[src/core/cmd_src_pkg.sv]
// Package for the command source selector: settings encodings, carriers, timing.
// Assumes a 10 MHz core clock; all users import the whole package.
package cmd_src_pkg;
	localparam int CLK_HZ = 10_000_000;
	localparam int TIMEOUT_MAX_DS = 300;
	localparam int TIMEOUT_DEFAULT_DS = 100;
	localparam int DS_NS = 100_000_000;
	localparam int CLK_NS = 100;
	localparam int TICKS_PER_DS = DS_NS / CLK_NS;
	localparam logic [9:0] TIMEOUT_DEFAULT = 10'h064;
	localparam logic [9:0] TIMEOUT_MAX = 10'h12c;
	localparam int VBIT_LO = 11;
	localparam int VBIT_HI = 15;
	localparam logic [2:0] VBIT_BASE = 3'h0;
	localparam logic [2:0] VBIT_TOP = 3'h4;

	typedef enum logic [0:0] {
		PROFILE_LEGACY = 1'b0,
		PROFILE_STANDARD = 1'b1
	} profile_e;

	typedef enum logic [1:0] {
		SRC_TERMINAL = 2'b00,
		SRC_PANEL = 2'b01,
		SRC_SERIAL = 2'b10,
		SRC_FIELDBUS = 2'b11
	} source_e;

	typedef enum logic [2:0] {
		SW_FIXED_ONE = 3'b000,
		SW_FIXED_TWO = 3'b001,
		SW_INPUT_THREE = 3'b010,
		SW_INPUT_FOUR = 3'b011,
		SW_VIRTUAL = 3'b100
	} switch_sel_e;

	typedef enum logic [1:0] {
		ASG_NONE = 2'b00,
		ASG_INPUT_THREE = 2'b01,
		ASG_INPUT_FOUR = 2'b10,
		ASG_VIRTUAL = 2'b11
	} assign_e;

	typedef enum logic [1:0] {
		FN_NONE = 2'b00,
		FN_CHANNEL_SWITCH = 2'b01,
		FN_FORCED_LOCAL = 2'b10,
		FN_EXTERNAL_ERROR = 2'b11
	} input_fn_e;

	typedef enum logic [1:0] {
		ST_NORMAL = 2'b00,
		ST_FORCED = 2'b01,
		ST_CONFIRM = 2'b10
	} force_state_e;

	typedef struct packed {
		logic run;
		logic stop;
	} cmd_s;

	typedef struct packed {
		cmd_s terminal;
		cmd_s panel;
		cmd_s serial;
		cmd_s fieldbus;
	} cmd_set_s;

	localparam cmd_s CMD_IDLE = '{run: 1'b0, stop: 1'b0};
endpackage : cmd_src_pkg

[src/core/cmd_src_select.sv]
// Command source selector: picks the command source feeding starter sequencing.
// Assumes settings are static-ish from a config store; pins arrive asynchronously.
//
// Contract
// - Two profiles, legacy default, legacy serial-only
// - Module plug never changes selected profile
// - Module insert under legacy raises config event
// - Switch setting picks channel; default channel one
// - Switch may use command word virtual input
// - Input assignment also sets input function
// - Channel and forcing settings work only standard
// - Each channel: terminal, panel, serial, fieldbus
// - Copy channel one to two, not terminal
// - Forced local while assigned input high
// - Entering forcing stops motor without run
// - Forced source terminal or panel, needs input
// - Confirm new command within timeout after release
// - External error on input three, four, virtual
// - External error polarity selectable, default high
// - High polarity misses broken wire
`timescale 1ns/100ps
`default_nettype none
module cmd_src_select
	import cmd_src_pkg::*;
(
	input wire logic CORE_CLK,
	input wire logic NRST,
	input wire logic CE,
	input wire logic PROFILE_SELECT,
	input wire logic [2:0] CHANNEL_SWITCH_SELECT,
	input wire logic [1:0] CHANNEL_ONE_SOURCE,
	input wire logic [1:0] CHANNEL_TWO_SOURCE,
	input wire logic CHANNEL_COPY_REQUEST,
	input wire logic [1:0] FORCED_LOCAL_INPUT_SELECT,
	input wire logic FORCED_LOCAL_SOURCE,
	input wire logic [9:0] FORCED_LOCAL_TIMEOUT,
	input wire logic [1:0] EXTERNAL_ERROR_INPUT_SELECT,
	input wire logic EXTERNAL_ERROR_LOW_LEVEL,
	input wire logic [2:0] SWITCH_VIRTUAL_BIT,
	input wire logic [2:0] ERROR_VIRTUAL_BIT,
	input wire logic [15:0] FIELDBUS_COMMAND_WORD,
	input wire logic DIGITAL_INPUT_THREE,
	input wire logic DIGITAL_INPUT_FOUR,
	input wire logic FIELDBUS_MODULE_PRESENT,
	input wire cmd_set_s SOURCE_CMDS,
	output cmd_s ACTIVE_CMD,
	output logic ACTIVE_SELECTS_TWO,
	output logic [1:0] ACTIVE_SOURCE,
	output logic [1:0] CHANNEL_TWO_EFFECTIVE,
	output logic COPY_REFUSED,
	output logic FORCED_LOCAL_ACTIVE,
	output logic FORCED_STOP,
	output logic CONFIRM_PENDING,
	output logic CONFIRM_TIMEOUT_EVENT,
	output logic CONFIG_CHANGE_EVENT,
	output logic EXTERNAL_ERROR_EVENT,
	output logic [1:0] INPUT_THREE_FUNCTION,
	output logic [1:0] INPUT_FOUR_FUNCTION
);
	logic rst_meta_ff, rst_n_ff;
	logic [1:0] di3_sync_ff, di4_sync_ff, plug_sync_ff;
	logic plug_prev_ff;

	always_ff @(posedge CORE_CLK or negedge NRST) begin
		if (!NRST) begin
			rst_meta_ff <= 1'b0;
			rst_n_ff <= 1'b0;
		end else begin
			rst_meta_ff <= 1'b1;
			rst_n_ff <= rst_meta_ff;
		end
	end

	// Pins are unsynchronised; only the second stage is read
	always_ff @(posedge CORE_CLK or negedge rst_n_ff) begin
		if (!rst_n_ff) begin
			di3_sync_ff <= '0;
			di4_sync_ff <= '0;
			plug_sync_ff <= '0;
		end else if (CE) begin
			di3_sync_ff <= {di3_sync_ff[0], DIGITAL_INPUT_THREE};
			di4_sync_ff <= {di4_sync_ff[0], DIGITAL_INPUT_FOUR};
			plug_sync_ff <= {plug_sync_ff[0], FIELDBUS_MODULE_PRESENT};
		end
	end

	logic di3, di4, plugged;
	assign di3 = di3_sync_ff[1];
	assign di4 = di4_sync_ff[1];
	assign plugged = plug_sync_ff[1];

	function automatic logic vbit(input logic [15:0] word, input logic [2:0] sel);
		logic [2:0] s;
		s = (sel > VBIT_TOP) ? VBIT_TOP : sel;
		return word[VBIT_LO + int'(s)];
	endfunction : vbit

	function automatic cmd_s pick(input cmd_set_s set, input logic [1:0] src);
		case (source_e'(src))
			SRC_TERMINAL: return set.terminal;
			SRC_PANEL: return set.panel;
			SRC_SERIAL: return set.serial;
			SRC_FIELDBUS: return set.fieldbus;
			default: return CMD_IDLE;
		endcase
	endfunction : pick

	logic is_std;
	assign is_std = (PROFILE_SELECT == PROFILE_STANDARD);

	// Legacy profile ignores channel settings; serial bus only
	logic [2:0] sw_sel;
	logic [1:0] flo_sel;
	assign sw_sel = is_std ? CHANNEL_SWITCH_SELECT : SW_FIXED_ONE;
	assign flo_sel = is_std ? FORCED_LOCAL_INPUT_SELECT : ASG_NONE;

	// Copy register: channel two keeps the source channel one had when copied
	logic copied_ff, nxt_copied;
	logic [1:0] ch2_copy_ff, nxt_ch2_copy;
	logic refused_ff, nxt_refused;
	logic copy_prev_ff;

	always_comb begin
		nxt_copied = copied_ff;
		nxt_ch2_copy = ch2_copy_ff;
		nxt_refused = refused_ff;
		if (CHANNEL_COPY_REQUEST && !copy_prev_ff && is_std) begin
			if (CHANNEL_ONE_SOURCE == SRC_TERMINAL) begin
				nxt_refused = 1'b1;
			end else begin
				nxt_refused = 1'b0;
				nxt_copied = 1'b1;
				nxt_ch2_copy = CHANNEL_ONE_SOURCE;
			end
		end
	end

	always_ff @(posedge CORE_CLK or negedge rst_n_ff) begin
		if (!rst_n_ff) begin
			copied_ff <= 1'b0;
			ch2_copy_ff <= SRC_TERMINAL;
			refused_ff <= 1'b0;
			copy_prev_ff <= 1'b0;
		end else if (CE) begin
			copied_ff <= nxt_copied;
			ch2_copy_ff <= nxt_ch2_copy;
			refused_ff <= nxt_refused;
			copy_prev_ff <= CHANNEL_COPY_REQUEST;
		end
	end

	logic [1:0] ch2_src;
	assign ch2_src = copied_ff ? ch2_copy_ff : CHANNEL_TWO_SOURCE;

	// Channel choice
	logic sel_two;
	always_comb begin
		case (switch_sel_e'(sw_sel))
			SW_FIXED_ONE: sel_two = 1'b0;
			SW_FIXED_TWO: sel_two = 1'b1;
			SW_INPUT_THREE: sel_two = di3;
			SW_INPUT_FOUR: sel_two = di4;
			SW_VIRTUAL: sel_two = vbit(FIELDBUS_COMMAND_WORD, SWITCH_VIRTUAL_BIT);
			default: sel_two = 1'b0;
		endcase
	end

	logic [1:0] chan_src;
	assign chan_src = !is_std ? SRC_SERIAL : (sel_two ? ch2_src : CHANNEL_ONE_SOURCE);

	// Forced local request
	logic force_req;
	always_comb begin
		case (assign_e'(flo_sel))
			ASG_INPUT_THREE: force_req = di3;
			ASG_INPUT_FOUR: force_req = di4;
			default: force_req = 1'b0;
		endcase
	end

	// Panel choice only meaningful with an input assigned
	logic [1:0] force_src;
	assign force_src = FORCED_LOCAL_SOURCE ? SRC_PANEL : SRC_TERMINAL;

	// Forcing sequence
	force_state_e st_ff, nxt_st;
	logic fstop_ff, nxt_fstop;
	logic tmo_start, tmo_exp;
	cmd_s chan_cmd, force_cmd;
	assign chan_cmd = pick(SOURCE_CMDS, chan_src);
	assign force_cmd = pick(SOURCE_CMDS, force_src);

	always_comb begin
		nxt_st = st_ff;
		nxt_fstop = fstop_ff;
		tmo_start = 1'b0;
		case (st_ff)
			ST_NORMAL: begin
				if (force_req) begin
					nxt_st = ST_FORCED;
					nxt_fstop = !force_cmd.run;
				end
			end
			ST_FORCED: begin
				if (force_cmd.run) begin
					nxt_fstop = 1'b0;
				end
				if (!force_req) begin
					nxt_st = ST_CONFIRM;
					nxt_fstop = 1'b0;
					tmo_start = 1'b1;
				end
			end
			ST_CONFIRM: begin
				if (force_req) begin
					nxt_st = ST_FORCED;
					nxt_fstop = !force_cmd.run;
				end else if (chan_cmd.run || chan_cmd.stop || tmo_exp) begin
					nxt_st = ST_NORMAL;
				end
			end
			default: nxt_st = ST_NORMAL;
		endcase
	end

	always_ff @(posedge CORE_CLK or negedge rst_n_ff) begin
		if (!rst_n_ff) begin
			st_ff <= ST_NORMAL;
			fstop_ff <= 1'b0;
		end else if (CE) begin
			st_ff <= nxt_st;
			fstop_ff <= nxt_fstop;
		end
	end

	cmd_src_timeout cmd_src_timeout_inst (
		.clk(CORE_CLK),
		.rst_n(rst_n_ff),
		.ce(CE),
		.start(tmo_start),
		.cancel(st_ff != ST_CONFIRM),
		.limit_ds((FORCED_LOCAL_TIMEOUT > TIMEOUT_MAX) ? TIMEOUT_MAX : FORCED_LOCAL_TIMEOUT),
		.expired(tmo_exp)
	);

	// External error
	logic err_raw, err_lvl;
	always_comb begin
		case (assign_e'(EXTERNAL_ERROR_INPUT_SELECT))
			ASG_INPUT_THREE: err_raw = di3;
			ASG_INPUT_FOUR: err_raw = di4;
			ASG_VIRTUAL: err_raw = vbit(FIELDBUS_COMMAND_WORD, ERROR_VIRTUAL_BIT);
			default: err_raw = 1'b0;
		endcase
	end
	// Low polarity turns an open wire into a detected error
	assign err_lvl = (EXTERNAL_ERROR_INPUT_SELECT != ASG_NONE)
		&& (EXTERNAL_ERROR_LOW_LEVEL ? !err_raw : err_raw);

	// Input function mirrors; forcing wins, then switching, then error
	function automatic logic [1:0] input_fn(input logic [1:0] pin_code, input logic [2:0] sw_pin);
		if (flo_sel == pin_code) return FN_FORCED_LOCAL;
		if (sw_sel == sw_pin) return FN_CHANNEL_SWITCH;
		if (EXTERNAL_ERROR_INPUT_SELECT == pin_code) return FN_EXTERNAL_ERROR;
		return FN_NONE;
	endfunction : input_fn

	// Output registers
	cmd_s out_cmd_ff, nxt_out_cmd;
	logic [1:0] out_src_ff, fn3_ff, fn4_ff;
	logic sel_two_ff, cfg_ev_ff, err_ev_ff, tmo_ev_ff;

	always_comb begin
		if (st_ff == ST_FORCED) begin
			nxt_out_cmd = force_cmd;
			if (fstop_ff) begin
				nxt_out_cmd = '{run: 1'b0, stop: 1'b1};
			end
		end else begin
			nxt_out_cmd = chan_cmd;
		end
	end

	always_ff @(posedge CORE_CLK or negedge rst_n_ff) begin
		if (!rst_n_ff) begin
			out_cmd_ff <= CMD_IDLE;
			out_src_ff <= SRC_SERIAL;
			sel_two_ff <= 1'b0;
			fn3_ff <= FN_NONE;
			fn4_ff <= FN_NONE;
			plug_prev_ff <= 1'b0;
			cfg_ev_ff <= 1'b0;
			err_ev_ff <= 1'b0;
			tmo_ev_ff <= 1'b0;
		end else if (CE) begin
			out_cmd_ff <= nxt_out_cmd;
			out_src_ff <= (st_ff == ST_FORCED) ? force_src : chan_src;
			sel_two_ff <= sel_two;
			fn3_ff <= input_fn(ASG_INPUT_THREE, SW_INPUT_THREE);
			fn4_ff <= input_fn(ASG_INPUT_FOUR, SW_INPUT_FOUR);
			plug_prev_ff <= plugged;
			cfg_ev_ff <= plugged && !plug_prev_ff && !is_std;
			err_ev_ff <= err_lvl;
			tmo_ev_ff <= tmo_exp;
		end
	end

	assign ACTIVE_CMD = out_cmd_ff;
	assign ACTIVE_SOURCE = out_src_ff;
	assign ACTIVE_SELECTS_TWO = sel_two_ff;
	assign CHANNEL_TWO_EFFECTIVE = ch2_copy_ff;
	assign COPY_REFUSED = refused_ff;
	assign FORCED_LOCAL_ACTIVE = (st_ff == ST_FORCED);
	assign FORCED_STOP = fstop_ff;
	assign CONFIRM_PENDING = (st_ff == ST_CONFIRM);
	assign CONFIRM_TIMEOUT_EVENT = tmo_ev_ff;
	assign CONFIG_CHANGE_EVENT = cfg_ev_ff;
	assign EXTERNAL_ERROR_EVENT = err_ev_ff;
	assign INPUT_THREE_FUNCTION = fn3_ff;
	assign INPUT_FOUR_FUNCTION = fn4_ff;
endmodule : cmd_src_select
`default_nettype wire

[src/core/cmd_src_timeout.sv]
// Confirmation timer after forced-local release, counts tenths of a second.
// Assumes start is a one-cycle pulse and ce freezes all state.
`timescale 1ns/100ps
`default_nettype none
module cmd_src_timeout
	import cmd_src_pkg::*;
(
	input wire logic clk,
	input wire logic rst_n,
	input wire logic ce,
	input wire logic start,
	input wire logic cancel,
	input wire logic [9:0] limit_ds,
	output logic expired
);
	logic [23:0] tick_ff, nxt_tick;
	logic [9:0] ds_ff, nxt_ds;
	logic run_ff, nxt_run;
	logic exp_ff, nxt_exp;

	always_comb begin
		nxt_tick = tick_ff;
		nxt_ds = ds_ff;
		nxt_run = run_ff;
		nxt_exp = 1'b0;
		if (start) begin
			nxt_run = 1'b1;
			nxt_tick = '0;
			nxt_ds = '0;
		end else if (cancel) begin
			nxt_run = 1'b0;
		end else if (run_ff) begin
			if (tick_ff == 24'(TICKS_PER_DS - 1)) begin
				nxt_tick = '0;
				nxt_ds = ds_ff + 10'h001;
				if (ds_ff + 10'h001 >= limit_ds) begin
					nxt_run = 1'b0;
					nxt_exp = 1'b1;
				end
			end else begin
				nxt_tick = tick_ff + 24'h000001;
			end
		end
	end

	always_ff @(posedge clk or negedge rst_n) begin
		if (!rst_n) begin
			tick_ff <= '0;
			ds_ff <= '0;
			run_ff <= 1'b0;
			exp_ff <= 1'b0;
		end else if (ce) begin
			tick_ff <= nxt_tick;
			ds_ff <= nxt_ds;
			run_ff <= nxt_run;
			exp_ff <= nxt_exp;
		end
	end

	assign expired = exp_ff;
endmodule : cmd_src_timeout
`default_nettype wire

[config.mk]
export PLATFORM = sky130hd
export DESIGN_NAME = cmd_src_select
export DESIGN_NICKNAME = d
export VERILOG_FILES = /design/src/core/cmd_src_pkg.sv /design/src/core/cmd_src_select.sv /design/src/core/cmd_src_timeout.sv
export SDC_FILE = /design/constraint.sdc
export NUM_CORES = 1
export LEC_CHECK = 0
export BUFFER_PORTS_ARGS = -buffer_cell sky130_fd_sc_hd__buf_4
export CORE_MARGIN = 4
export CORE_UTILIZATION = 56
export DETAILED_ROUTE_END_ITERATION = 10
export PLACE_DENSITY_LB_ADDON = 0.12
export SLEW_MARGIN = 20
export SYNTH_ARGS = -nofsm -noshare
export SYNTH_HDL_FRONTEND = slang
export SYNTH_SLANG_ARGS = --single-unit
[constraint.sdc]
create_clock -name CORE_CLK -period 3.15 [get_ports CORE_CLK]
set_input_delay 0.1575 -clock CORE_CLK [delete_from_list [all_inputs] [get_ports CORE_CLK]]
set_output_delay 0.1575 -clock CORE_CLK [all_outputs]
set_load 0.005 [all_outputs]
# Word-level counts from Yosys, hierarchy flattened
# Index checks and enable logic that the tools add are counted.
word_totals:
  elab_cells: 172
  ff_bits: 65
classes:
  reduce_logical: 27
  n_eq_ne: 25
  n_lt_le_gt_ge: 6
  mux: 84
  add_sub_neg: 4
  n_bitwise: 1
ops:
  columns: ["operator", "count"]
  rows:
  - ["$mux W24", 4]
  - ["$mux W10", 5]
  - ["$mux W2", 23]
  - ["$mux W1", 40]
  - ["$add A24 B1 Y24 const B", 1]
  - ["$eq A24 B20 Y1 const B", 1]
  - ["$pmux W2 S4", 2]
  - ["$eq A2 B2 Y1 const B", 6]
  - ["$reduce_and A4 Y1", 3]
  - ["$add A10 B1 Y10 const B", 1]
  - ["$add A4 B3 Y5 const A", 2]
  - ["$ge A10 B10 Y1", 1]
  - ["$gt A10 B9 Y1 const B", 1]
  - ["$lt A5 B5 Y1 const B", 2]
  - ["$mux W3", 3]
  - ["$bmux W1 S4", 2]
  - ["$eq A2 B1 Y1 const B", 4]
  - ["$logic_not A2 Y1", 4]
  - ["$reduce_bool A2 Y1", 4]
  - ["$eq A3 B2 Y1 const B", 2]
  - ["$gt A3 B3 Y1 const B", 2]
  - ["$ne A2 B2 Y1 const B", 3]
  - ["$pmux W2 S3", 1]
  - ["$reduce_and A3 Y1", 2]
  - ["other kinds (16)", 28]

# Depth between registers and ports, before layout
logic_depth:
  word_depth: 16
  ltp_mapped: 13

# By module
# Synthesis repeated with hierarchy kept, for this count alone.
hier_totals:
  cells_unflattened: 458
  hier_area_um2: 4185.3
modules_own_cells:
  columns: ["module", "seq_area_each_um2", "area_per_inst_um2", "cells_per_inst", "n_inst"]
  rows:
  - ["cmd_src_timeout", 900.9, 2348.5, 273, 1]
  - ["cmd_src_select", 726.9, 1836.8, 185, 1]

# Worst setup path after synthesis
# OpenSTA, ideal clock, no wires.
synth_path:
  path_kind: "input to register"
  start: "input port SWITCH_VIRTUAL_BIT[2]"
  end: "register st_ff[1]"
  arrival_ns: 2.315
  setup_slack_ns: 0.715
  setup_ns: 0.120
  path_stages: 9
  path_cell_list: "nand2b_1 > ha_1 > mux4_2 > o211ai_2 > and2_1 > a211oi_2 > o21ai_0 > or3b_1 > a31o_1"
synth_between:
  elab_chain_len: 15
synth_lines:
  columns: ["item", "line", "source"]
  rows:
  - ["start, declared", "cmd_src_select.sv:39", "input wire logic [2:0] SWITCH_VIRTUAL_BIT,"]
  - ["$gt A3 B3 Y1", "cmd_src_select.sv:94", "s = (sel > VBIT_TOP) ? VBIT_TOP : sel;"]
  - ["$mux W3 (*)", "cmd_src_select.sv:94", null]
  - ["$add A4 B3 Y5 (*)", "cmd_src_select.sv:95", "return word[VBIT_LO + int'(s)];"]
  - ["$bmux W1 S4 (*)", "cmd_src_select.sv:95", null]
  - ["$mux W1 (not written as such) (*) (2 in series)", "cmd_src_select.sv:95", null]
  - ["$pmux W1 S4 (*)", "cmd_src_select.sv:158", "case (switch_sel_e'(sw_sel))"]
  - ["$mux W2 (*) (2 in series)", "cmd_src_select.sv:169", "assign chan_src = !is_std ? SRC_SERIAL : (sel_two ? ch2_src : CHANNEL_ONE_SOURCE);"]
  - ["$eq A2 B2 Y1, or another cell as far along", "cmd_src_select.sv:99", "case (source_e'(src))"]
  - ["$pmux W2 S4 (*)", "cmd_src_select.sv:99", null]
  - ["$logic_or A1 B1 Y1 (*) (2 in series)", "cmd_src_select.sv:218", "end else if (chan_cmd.run || chan_cmd.stop || tmo_exp) begin"]
  - ["$ne A3 B1 Y1 (no source line) (*)", null, null]
  - ["$reduce_and A4 Y1 (no source line) (*)", null, null]
  - ["end signal, assigned", "cmd_src_select.sv:231", "st_ff <= nxt_st;"]
  - ["end, declared", "cmd_src_select.sv:186", "force_state_e st_ff, nxt_st;"]
# Every way passes the cells marked *; elsewhere a longest branch is shown, timed or not. The select of a mux whose other input is x is not followed.
# A chain may end at the register's enable or synchronous reset.

# Final worst setup path
layout_path:
  start: "register cmd_src_timeout_inst.ds_ff[2]"
  end: "register cmd_src_timeout_inst.exp_ff, in the netlist cmd_src_timeout_inst.expired"
layout_between:
  elab_chain_len: 7
layout_lines:
  columns: ["item", "line", "source"]
  rows:
  - ["start, declared", "cmd_src_timeout.sv:17", "logic [9:0] ds_ff, nxt_ds;"]
  - ["start signal, assigned", "cmd_src_timeout.sv:54", "ds_ff <= nxt_ds;"]
  - ["$add A10 B1 Y10", "cmd_src_timeout.sv:36", "if (ds_ff + 10'h001 >= limit_ds) begin"]
  - ["$ge A10 B10 Y1", "cmd_src_timeout.sv:36", null]
  - ["$mux W1", "cmd_src_timeout.sv:36", null]
  - ["$mux W1", "cmd_src_timeout.sv:33", "if (tick_ff == 24'(TICKS_PER_DS - 1)) begin"]
  - ["$mux W1", "cmd_src_timeout.sv:32", "end else if (run_ff) begin"]
  - ["$mux W1", "cmd_src_timeout.sv:30", "end else if (cancel) begin"]
  - ["$mux W1", "cmd_src_timeout.sv:26", "if (start) begin"]
  - ["end signal, assigned", "cmd_src_timeout.sv:56", "exp_ff <= nxt_exp;"]
  - ["end, declared", "cmd_src_timeout.sv:19", "logic exp_ff, nxt_exp;"]
# No other way between the ends.

==> run summary <==
TNS Setup: 0 ns
kind of critical path: reg2reg
# diodes: 0
Skew-Pair Late Insertion Delay: 0.34 ns
post-route ant nets: 0
Setup WS pre-CTS: 0.416 ns
total gr overflow: 0
min cycle time layout: 2.46 ns
Hold-fix buffers, CTS: 1
EDFF count, synth: 0
Initial Utilization: 58.8%
cell area after synthesis: 4060 um2
Routed WL per cell: 14.5 um
Reg2Reg Depth: 11
placed insts: 607
Clk pin slew, worst setup/hold paths: 0.07 ns
ys async rst share: 100%
Hold Path Class: in2reg
CP max-delay cell: dfrtp_1
Hold Crit Start: DIGITAL_INPUT_FOUR
Synth area leader: dfrtp_1
vias: 3490
hold path cells: 2
CP startpoint kind: flip-flop
Fmax: 407 MHz
Worst Path Arrival: 2.67 ns
Core ar.: 6910 um2
CP max FO: 4
number of fill cells in the layout: 575
Layout Skew: 0.00819 ns
final weighted congestion in routability-driven placement: 0.889
Slew Limit Fails: 0
Ys Warns: 0
Die H: 93.2 um
DRT iter0 DRCs: 127
num rows: 30
Critical R2R Launch: cmd_src_timeout_inst.ds_ff[2]
P&R area growth vs syn: 20.8%
#FFs+latches synth: 65
CTS tree: built
Seq/Total Area, Yosys: 40.1%
hold endpoint: di4_sync_ff[0]
RSZ-0062 raised after global routing: no
Post-Route WL: 9.07 mm
Final HPWL DP: 6.83 mm
clk sinks: 65
share of cells above drive strength 1: 22.5%
critical path's largest stage delay: 0.39 ns
area share of the largest cell type after synthesis: 39.4%
Critical Path RT: 3.36 ns
top post-synthesis cells by count: 64 x dfrtp_1, 59 x nand2_1, 39 x o21ai_0
total track usage: 21.7%
Distinct cells, synth: 59
top-count cell post-synth: dfrtp_1
ranking of synthesized cells by area: dfrtp_1 39%, nand2_1 5.4%, ha_1 4.9%
die span in x: 93.2 um
worst-margin pin slew: 0.640 ns
status: completed
VDD IR max: 0.309 mV
Post-CTS Resized: 0
min setup slack post-route: 0.691 ns
TritonRoute pass-1 iters: 4
Synth Area per Inst: 9.05 um2
final worst path period share: 78.1%
IO buf count: 70
htree depth: 3
I/O pin cnt: 79
worst reg2reg setup slack: 0.69 ns
crit end category: flip-flop
maxcap violations: 0
Clock Tree Buf Depth: 2
Fin. Hold Viols: 0
CTS buffer count: 9
DR vias/cell: 5.59
dominant synthesized flop cell: dfrtp_1
RR Endpoint: cmd_src_timeout_inst.expired
Power Dens Cells: 444 nW/um2
die area: 8680 um2
largest net degree at the start of global routing: 39
Layout Cells excl Fill: 624
Root Driver: clkbuf_8
Worst slew margin: 57.1%
DRC violations left: 0
worst-path cell chain: and2_1 -> nand4_1 -> nor2_1 -> nand3_1 -> xnor2_1 -> ha_1 -> a21oi_1 -> nor3b_1 -> o211ai_1 -> nand2_1 -> o22ai_1
Mapped Cells: 449
postcts setup bufs: 0
first-pass GRT wire length: 15.1 mm
nets: 600
Leak: 0.00230 uW
vias in the first global route: 3330
initial antenna violation count: 0
final setup violation count: 0
## final cells by class
class	instances	area, um2	area share (%)
multi-input cells	358	2330	47.5
clock buffers	14	173	3.52
flip-flops and latches	65	1630	33.2
repair buffers	75	566	11.5
inverters	14	52.6	1.07
well taps	96	120	2.45
clock inverters	2	35.0	0.714
## stage by stage
stage	cell area, um2	power, uW	utilization [%]	hold WS, ns
finish	4910	2180	71.1	0.0433
CTS	4910	2200	71.1	0.0312
global placement	4690	1450	67.9	-0.0593
global route	4910	2310	71.1	0.0349
detailed placement	4690	1470	67.9	-0.0587
floorplan	4070	1270	-	-0.138
## flip-flops by register name, summed over array words and instances, names as in the netlist, 2 cells and up
| signal | count |
|---|---|
| cmd_src_timeout_inst.tick_ff | 24 |
| cmd_src_timeout_inst.ds_ff | 10 |
| ACTIVE_CMD | 2 |
| ACTIVE_SOURCE | 2 |
| CHANNEL_TWO_EFFECTIVE | 2 |
| INPUT_FOUR_FUNCTION | 2 |
| INPUT_THREE_FUNCTION | 2 |
| di3_sync_ff | 2 |
| di4_sync_ff | 2 |
| plug_sync_ff | 2 |
| st_ff | 2 |
## kinds of logic after synthesis
group	synth area share, %
adder cells (fa/ha/maj)	4.93
buffers and inverters	2.65
AO/OA/AOI/OAI	17.6
AND/OR/NAND/NOR	22.4
other	0.0923
multiplexers	8.77
XOR/XNOR	3.45
flip-flops	40.1
## power breakdown
group          internal [uW]  leakage, uW  switching, uW
Clock                    430     0.000107            301
Combinational            237      0.00135            227
Sequential               916     0.000840           70.5
## worst max path at each step
stage | start | endpoint | slack, ns | depth (start not counted)
floorplan | SWITCH_VIRTUAL_BIT[2] | st_ff[1] | 0.72 | 9
global placement | SWITCH_VIRTUAL_BIT[2] | st_ff[1] | 0.48 | 10
detailed placement | SWITCH_VIRTUAL_BIT[2] | st_ff[1] | 0.42 | 11
CTS | cmd_src_timeout_inst.ds_ff[2] | cmd_src_timeout_inst.expired | 0.68 | 11
global route | cmd_src_timeout_inst.ds_ff[2] | cmd_src_timeout_inst.expired | 0.47 | 11
finish | cmd_src_timeout_inst.ds_ff[2] | cmd_src_timeout_inst.expired | 0.69 | 11
## cell usage in the layout, fill, tap and decap left out, types with 3 or more instances in the layout
cell,count
o21ai_0,39
clkbuf_8,12
inv_1,14
nor4_1,3
a21o_1,4
nor2_1,34
and2_1,10
nand3_1,15
nand4_1,7
dfrtp_1,63
xor2_1,10
xnor2_1,6
o31ai_1,10
nor2b_1,14
a31o_2,4
mux4_2,3
ha_1,16
o211a_1,3
o22ai_1,7
nor3_1,3
mux2_2,15
a21oi_1,23
nand2b_1,11
nand2_1,59
mux2i_1,12
a31oi_1,5
buf_4,74
and3_1,9
## metal layers
layer  GRT usage (%)  share of wire (%)  vias to the layer above
li1                -                  -                     1766
met1            27.5                 45                     1633
met2            37.1                 49                       81
met3            4.75                4.2                       10
met4            6.72                1.2                        0
met5               0                  0                        -
## worst max-delay path: cells and delay by family, from the launching register on
kind / cells / cell delay, ns
AND/OR/NAND/NOR: 6 / 1.06
AO/OA/AOI/OAI: 3 / 0.40
flip-flops: 1 / 0.39
adder cells (fa/ha/maj): 1 / 0.27
XOR/XNOR: 1 / 0.21
Note: power is estimated with default switching activity, not from simulation.
